$ cat src/lcfm_cfg.svh
`ifndef LCFM_CFG_SVH
`define LCFM_CFG_SVH
// Number of LED channels.
`define LCFM_NUM_CH 4
// Dimming PWM periods before a faulty channel is cut off.
`define LCFM_TIMEOUT_PERIODS 3'h6
// Start-up short window in microseconds and its cycle count at 50 MHz.
`define LCFM_SHORT_WINDOW_US 31000
`define LCFM_CLK_MHZ 50
`define LCFM_SHORT_WINDOW_CYC (`LCFM_SHORT_WINDOW_US * `LCFM_CLK_MHZ)
// Current scale codes in percent of set current.
`define LCFM_SCALE_FULL 7'h64
`define LCFM_SCALE_FIRST 7'h4c
`define LCFM_SCALE_STEP 7'h08
`define LCFM_SCALE_FLOOR 7'h0c
`endif

$ cat src/lcfm_pkg.sv
package lcfm_pkg;
  // Per-channel sense flags from the analog comparators.
  typedef struct packed {
    logic [3:0] fbOverShort;
    logic [3:0] belowTarget;
  } lcfm_chsense_t;
  // Global sense flags.
  typedef struct packed {
    logic otpLower;
    logic otpUpper;
    logic ovpOver;
    logic ovpBelow20;
    logic startShort;
  } lcfm_gsense_t;
  typedef enum logic [3:0] {
    ST_STARTUP = 4'h1,
    ST_RUN = 4'h2,
    ST_HOT = 4'h4,
    ST_DEAD = 4'h8
  } lcfm_state_t;
endpackage

$ cat src/lcfm_chan_timer.sv
`timescale 1ns/1ps
`include "lcfm_cfg.svh"
module lcfm_chan_timer (
  // Clock and reset
  input wire logic clk,
  input wire logic sys_rst,
  // Fault timing
  input wire logic pwmTick,
  input wire logic faultCond,
  output logic chanOff
);
  logic [2:0] cnt_q;

  // The counter only advances on dimming period boundaries.
  always_ff @(posedge clk)
  begin
    if (sys_rst || chanOff)
      cnt_q <= 3'h0;
    else if (!faultCond)
      cnt_q <= 3'h0;
    else if (pwmTick)
      cnt_q <= cnt_q + 3'h1;
  end

  always_ff @(posedge clk)
  begin
    if (sys_rst)
      chanOff <= 1'b0;
    else if (faultCond && pwmTick && cnt_q == `LCFM_TIMEOUT_PERIODS - 3'h1)
      chanOff <= 1'b1;
  end

  a_cnt_clears: assert property (@(posedge clk) disable iff (sys_rst)
    !faultCond && !chanOff |=> cnt_q == 3'h0) else $error("timeout count not cleared");
  a_no_early_off: assert property (@(posedge clk) disable iff (sys_rst)
    $rose(chanOff) |-> $past(cnt_q) == 3'h5) else $error("channel cut off early");
endmodule // lcfm_chan_timer

$ cat src/lcfm_fault_mgr.sv
`timescale 1ns/1ps
`include "lcfm_cfg.svh"
// What this block does
// - Channel feedback above 4V, upper limit not tripped: cut after six periods.
// - Lower over-temperature: channels below target fault out after six periods.
// - Upper over-temperature: all off until cool, then 76%, 8% lower each trip down to a floor of 12%.
// - Overvoltage: channels below target time out after six periods.
// - Output or switch node shorted: permanent shutdown 31ms after power-up.
// - Overvoltage sense dropping below 20% in operation counts as short.
// - Sense rising then falling below 20% opens the input protection switch.
// - Channel good at target; later drop below target means open, timed out.
module lcfm_fault_mgr #(
  parameter int SHORT_WINDOW_CYC = `LCFM_SHORT_WINDOW_CYC
) (
  // Clock and reset; reset also stands for undervoltage lockout
  input wire logic clk,
  input wire logic sys_rst,
  // Sense inputs
  input wire logic pwmPeriodStart,
  input wire lcfm_pkg::lcfm_chsense_t chSense,
  input wire lcfm_pkg::lcfm_gsense_t gSense,
  // Controls
  output logic [3:0] chanEnable,
  output logic [6:0] currentScale,
  output logic boostEnable,
  output logic inputSwitchOn,
  output logic shutdownLatched
);
  lcfm_pkg::lcfm_state_t state_q;
  logic [3:0] good_q;
  logic [3:0] chanOff;
  logic [3:0] faultCond;
  logic [25:0] upTime_q;
  logic ovpSeenHigh_q;
  logic windowDone;
  logic outShort;

  assign windowDone = upTime_q >= 26'(SHORT_WINDOW_CYC);
  // A short at start-up is only acted on once the window has elapsed.
  assign outShort = (gSense.startShort && windowDone) || (state_q == lcfm_pkg::ST_RUN && gSense.ovpBelow20);

  always_ff @(posedge clk)
  begin
    if (sys_rst)
      upTime_q <= 26'h0;
    else if (!windowDone)
      upTime_q <= upTime_q + 26'h1;
  end

  // Good once at target; never cleared until reset.
  always_ff @(posedge clk)
  begin
    if (sys_rst)
      good_q <= 4'h0;
    else
      good_q <= good_q | ~chSense.belowTarget;
  end

  always_comb
  begin
    for (int i = 0; i < `LCFM_NUM_CH; i++)
      faultCond[i] = (!gSense.otpUpper && chSense.fbOverShort[i])
        || (chSense.belowTarget[i] && (good_q[i] || gSense.otpLower || gSense.ovpOver));
  end

  for (genvar g = 0; g < `LCFM_NUM_CH; g++)
  begin : gChan
    lcfm_chan_timer lcfm_chan_timer_i (
      .clk(clk),
      .sys_rst(sys_rst),
      .pwmTick(pwmPeriodStart),
      .faultCond(faultCond[g]),
      .chanOff(chanOff[g])
    );
  end

  always_ff @(posedge clk)
  begin
    if (sys_rst)
      state_q <= lcfm_pkg::ST_STARTUP;
    else
    begin
      case (state_q)
        lcfm_pkg::ST_STARTUP:
          if (outShort)
            state_q <= lcfm_pkg::ST_DEAD;
          else if (windowDone)
            state_q <= lcfm_pkg::ST_RUN;
        lcfm_pkg::ST_RUN:
          if (outShort)
            state_q <= lcfm_pkg::ST_DEAD;
          else if (gSense.otpUpper)
            state_q <= lcfm_pkg::ST_HOT;
        lcfm_pkg::ST_HOT:
          if (!gSense.otpUpper)
            state_q <= lcfm_pkg::ST_RUN;
        lcfm_pkg::ST_DEAD:
          state_q <= lcfm_pkg::ST_DEAD;
        default:
          state_q <= lcfm_pkg::ST_DEAD;
      endcase
    end
  end

  // The scale steps down once per trip and stops at a floor so the current scale never drops to zero.
  always_ff @(posedge clk)
  begin
    if (sys_rst)
      currentScale <= `LCFM_SCALE_FULL;
    else if (state_q == lcfm_pkg::ST_RUN && gSense.otpUpper && !outShort)
    begin
      if (currentScale == `LCFM_SCALE_FULL)
        currentScale <= `LCFM_SCALE_FIRST;
      else if (currentScale > `LCFM_SCALE_FLOOR)
        currentScale <= currentScale - `LCFM_SCALE_STEP;
    end
  end

  always_ff @(posedge clk)
  begin
    if (sys_rst)
      ovpSeenHigh_q <= 1'b0;
    else if (!gSense.ovpBelow20)
      ovpSeenHigh_q <= 1'b1;
  end

  always_ff @(posedge clk)
  begin
    if (sys_rst)
      inputSwitchOn <= 1'b1;
    else if ((ovpSeenHigh_q && gSense.ovpBelow20) || state_q == lcfm_pkg::ST_DEAD)
      inputSwitchOn <= 1'b0;
  end

  always_ff @(posedge clk)
  begin
    if (sys_rst)
    begin
      chanEnable <= 4'h0;
      boostEnable <= 1'b0;
      shutdownLatched <= 1'b0;
    end
    else
    begin
      chanEnable <= (state_q == lcfm_pkg::ST_RUN) ? ~chanOff : 4'h0;
      boostEnable <= state_q == lcfm_pkg::ST_RUN;
      shutdownLatched <= state_q == lcfm_pkg::ST_DEAD;
    end
  end

  a_dead_sticks: assert property (@(posedge clk) disable iff (sys_rst)
    state_q == lcfm_pkg::ST_DEAD |=> state_q == lcfm_pkg::ST_DEAD) else $error("shutdown left");
  a_short_early: assert property (@(posedge clk) disable iff (sys_rst)
    !windowDone && !gSense.ovpBelow20 |=> state_q != lcfm_pkg::ST_DEAD) else $error("early shutdown");
  a_hot_all_off: assert property (@(posedge clk) disable iff (sys_rst)
    state_q == lcfm_pkg::ST_HOT |=> chanEnable == 4'h0 && !boostEnable) else $error("channels on while hot");
  a_first_trip: assert property (@(posedge clk) disable iff (sys_rst)
    state_q == lcfm_pkg::ST_RUN && gSense.otpUpper && !outShort && currentScale == `LCFM_SCALE_FULL
    |=> currentScale == `LCFM_SCALE_FIRST) else $error("first trip scale wrong");
  a_run_short: assert property (@(posedge clk) disable iff (sys_rst)
    state_q == lcfm_pkg::ST_RUN && gSense.ovpBelow20 |=> state_q == lcfm_pkg::ST_DEAD) else $error("short missed");
  a_protect_off: assert property (@(posedge clk) disable iff (sys_rst)
    ovpSeenHigh_q && gSense.ovpBelow20 |=> !inputSwitchOn) else $error("input switch stayed on");
  a_open_fault: assert property (@(posedge clk) disable iff (sys_rst)
    good_q[0] && chSense.belowTarget[0] |-> faultCond[0]) else $error("open channel not timed");
  a_lower_otp: assert property (@(posedge clk) disable iff (sys_rst)
    gSense.otpLower && chSense.belowTarget[1] |-> faultCond[1]) else $error("lower trip ignored");
  a_ovp_fault: assert property (@(posedge clk) disable iff (sys_rst)
    gSense.ovpOver && chSense.belowTarget[2] |-> faultCond[2]) else $error("overvoltage ignored");
  a_short_fb: assert property (@(posedge clk) disable iff (sys_rst)
    !gSense.otpUpper && chSense.fbOverShort[3] |-> faultCond[3]) else $error("short fb ignored");

  c_hot: cover property (@(posedge clk) state_q == lcfm_pkg::ST_HOT);
  c_dead: cover property (@(posedge clk) state_q == lcfm_pkg::ST_DEAD);
  c_chan_off: cover property (@(posedge clk) chanOff != 4'h0);
  c_second_trip: cover property (@(posedge clk) currentScale < `LCFM_SCALE_FIRST);
endmodule // lcfm_fault_mgr

$ cat config.mk
export PLATFORM = sky130hd
export DESIGN_NAME = lcfm_fault_mgr
export DESIGN_NICKNAME = d
export VERILOG_FILES = /design/src/lcfm_pkg.sv /design/src/lcfm_chan_timer.sv /design/src/lcfm_fault_mgr.sv
export VERILOG_INCLUDE_DIRS = /design/src
export SDC_FILE = /design/constraint.sdc
export NUM_CORES = 1
export LEC_CHECK = 0
export BUFFER_PORTS_ARGS = -buffer_cell sky130_fd_sc_hd__buf_2
export CAP_MARGIN = 20
export CORE_ASPECT_RATIO = 1.1
export CORE_MARGIN = 3
export CORE_UTILIZATION = 45
export DETAILED_ROUTE_END_ITERATION = 7
export SETUP_SLACK_MARGIN = 0.02
export SYNTH_ARGS = -nofsm -noshare
export SYNTH_HDL_FRONTEND = slang
export SYNTH_HIERARCHICAL = 1
export SYNTH_SLANG_ARGS = --single-unit
$ cat constraint.sdc
create_clock -name clk -period 5.3 [get_ports clk]
set_input_delay 1.06 -clock clk [delete_from_list [all_inputs] [get_ports clk]]
set_output_delay 1.06 -clock clk [all_outputs]
set_load 0.01 [all_outputs]
==> summary.txt <==
Final layout
  • Leading cell types in the layout, fill and taps excluded: dfxtp_1, nor2_1, buf_2
  • # fillers: 552
  • Layout cells sized above 1: 17.4%
  • Antenna Cells: 0
  • Nets: 363
  • Most common cell after layout, fill and taps aside: dfxtp_1
  • Area grow syn2layout: 13.8%
  • Final instance count without filler cells: 417

Placement
  • Placed Cells incl. Taps: 400
  • Final Wtd Congestion: 0.730
  • PortBufs: 27
  • HPWL after detailed placement: 3.35 mm

Critical path
  • CP max FO: 8
  • CP Cell Sequence: a211oi_1 -> o211ai_1 -> a21oi_1 -> buf_4 -> nand4_1 -> xor2_1 -> nor2_1
  • CP Capture Type: flop
  • Register-to-Register Path Depth: 7
  • Crit path arrival time: 2.24 ns
  • Largest stage delay, worst path: 0.51 ns
  • Worst Path Buf+Inv: 1
  • CP Data Required Time: 5.49 ns
  • CP max stage cell: a21oi_1
  • Crit path depth: 7
  • Cell family with most CP delay: compound AO/OA/AOI/OAI gates
  • Setup CP Type: flop to flop
  • Critical path startpoint category: flop

CTS
  • Clk buf depth: 2
  • Clk Latency, worst-skew pair: 0.34 ns
  • TritonCTS clock tree: done
  • Post-CTS setup buffer count: 0
  • CTS resizes: 0
  • H-tree levels: 3
  • TritonCTS sink count: 63
  • CTS Root Cell: clkbuf_8
  • Hold buffers post-CTS: 0
  • Clock-pin slew on the worst setup and hold paths: 0.07 ns
  • TritonCTS buffer count: 9

Pwr
  • NetSw: 0.237 mW
  • Combinational Power Share: 8.6%
  • Peak supply drop: 0.212 mV
  • Sequential power share: 53.0%
  • Power Internal: 0.725 mW
  • Pleak: 1.30 nW
  • Sw frac: 24.6%
  • Clock share of power: 38.4%
  • PD cells: 305 nW/um^2

Timing
  • Hold Fails Final Rpt: 0
  • Clock skew: 0.0103 ns
  • Setup violators final: 0
  • Slew headroom: 40.5%
  • RSZ-0062 raised after global routing: false
  • Fin crit share: 38.7%
  • Worst slew pin tran: 0.886 ns
  • Period minus WS final: 2.05 ns
  • Fmax: 487 MHz
  • Setup TNS: 0 ns
  • Slew Limit Fails: 0

Synth
  • Post-Syn Area: 2770 sq um
  • Sequential area share after synthesis: 45.5%
  • Post-synth top flop: dfxtp_1
  • Register bit total from synthesis: 63
  • Library cells used by synthesis: 45
  • Ys Warns: 6
  • Post-Syn Area per Cell: 9.18 sq um
  • Synth async-reset ratio: 0%
  • Number of synthesized flops with an enable pin: 0
  • Synth Instances: 302

Global route
  • Total gr overflow: 0
  • Total track usage: 15.0%
  • Vias in the first global route: 1,923
  • Largest net degree at the start of global routing: 49
  • Initial antenna violation count: 0
  • First-pass GRT wire length: 8.28 mm

Floorplanning
  • Rows: 29
  • IO Pins: 30
  • Die area: 7140 sq um
  • Die width: 80.8 um
  • Starting Density: 47.1%
  • Chip height: 88.3 um
  • Core area: 5880 sq um

Worst hold path
  • Hold path cells: 1
  • HP Class: flop to flop

Drt
  • Post-route ant nets: 0
  • Routed via count: 2,065
  • DRT iter0 DRCs: 104
  • Drc violations: 0
  • DRT Pass-1 Iters: 4
  • Wire per inst: 11.9 um
  • Via/cell ratio: 4.95
  • Routed wire length: 4.95 mm

Outcome
  • Outcome: finished clean

Run
  • Max-cap violations: 0
==> synthesized netlist by cell type (2+ instances only) <==
cell	instances	area, sq um
a41oi_1	6	52.6
or3b_1	4	35.0
nand4_1	6	37.5
a21bo_2	4	40.0
nand2_1	11	41.3
a211oi_2	4	50.1
o21ai_0	11	55.1
and3_1	3	18.8
xnor2_1	8	70.1
ha_1	12	150
nor2b_1	6	37.5
nand3_1	11	55.1
xor2_1	15	131
clkbuf_1	3	11.3
dfxtp_1	63	1260
o211ai_1	3	22.5
a31oi_1	2	12.5
or3_1	3	18.8
nand4b_1	2	17.5
nor2_1	47	176
a21oi_1	16	80.1
inv_1	24	90.1
or2_2	2	12.5
and4_1	3	26.3
buf_4	3	22.5
nand3b_1	6	45.0
nand2b_1	2	12.5
nor3_1	5	25.0
==> registers in the layout, summed over array words and instances (netlist names), 4 cells and up <==
name,count
state_q,4
good_q,4
chanEnable,4
currentScale,5
gChan.lcfm_chan_timer_i/cnt_q,12
upTime_q,26
gChan.lcfm_chan_timer_i/chanOff,4
==> cell families (layout without fill, tap and decap cells) <==
family,after synthesis,after routing,synth area share (%)
flops,63,63,45.5
mux,1,1,0.361
compound gates,53,53,13.6
xor+xnor,23,23,7.27
fa+ha+maj,12,12,5.42
simple gates,118,118,23.1
other cells,1,2,0.135
buf+inv,31,68,4.60
==> final timing paths <==
path | startpoint | end | slack (ns)
worst max-delay path | upTime_q[5] | upTime_q[9] | 3.25
worst min register to register | gChan[1].lcfm_chan_timer_i/chanOff | chanEnable[1] | 0.43
worst max register to register | upTime_q[5] | upTime_q[9] | 3.25
worst min-delay path | gChan[1].lcfm_chan_timer_i/chanOff | chanEnable[1] | 0.43
==> layer usage <==
layer  global-route usage, %  share of wire [%]
met1                    18.8                 50
met5                       0                  0
met4                    6.91                1.8
met3                    5.19                4.1
met2                    23.2                 43
==> power groups by stage <==
stage	clock (mW)	sequential (mW)	combinational, mW
after CTS	0.385	0.510	0.0836
after detailed placement	0	0.520	0.0832
after global placement	0	0.520	0.0840
after floorplan	0	0.519	0.0574
final	0.370	0.510	0.0828
after global routing	0.403	0.513	0.0977
==> metrics by stage <==
stage               util (%)  power, mW  instance area, sq um  worst slack, ns  hold slack, ns
floorplan                  -      0.577                  2780             3.19           0.409
global placement        50.5      0.604                  2970             3.01           0.425
detailed placement      50.5      0.603                  2970             2.98           0.427
CTS                     53.5      0.978                  3150             2.99           0.439
global route            53.6       1.01                  3150             3.02           0.455
finish                  53.6      0.962                  3150             3.25           0.429
==> area by class of cell <==
class	count	area (sq um)	area share [%]
clock inverter	3	17.5	0.556
clock buffer	13	159	5.04
sequential	63	1260	40.0
tap	77	96.3	3.06
inverter	24	90.1	2.86
timing repair buffer	28	143	4.52
multi-input combinational	209	1390	44.0
No activity file was read; power rests on OpenSTA's default activity.
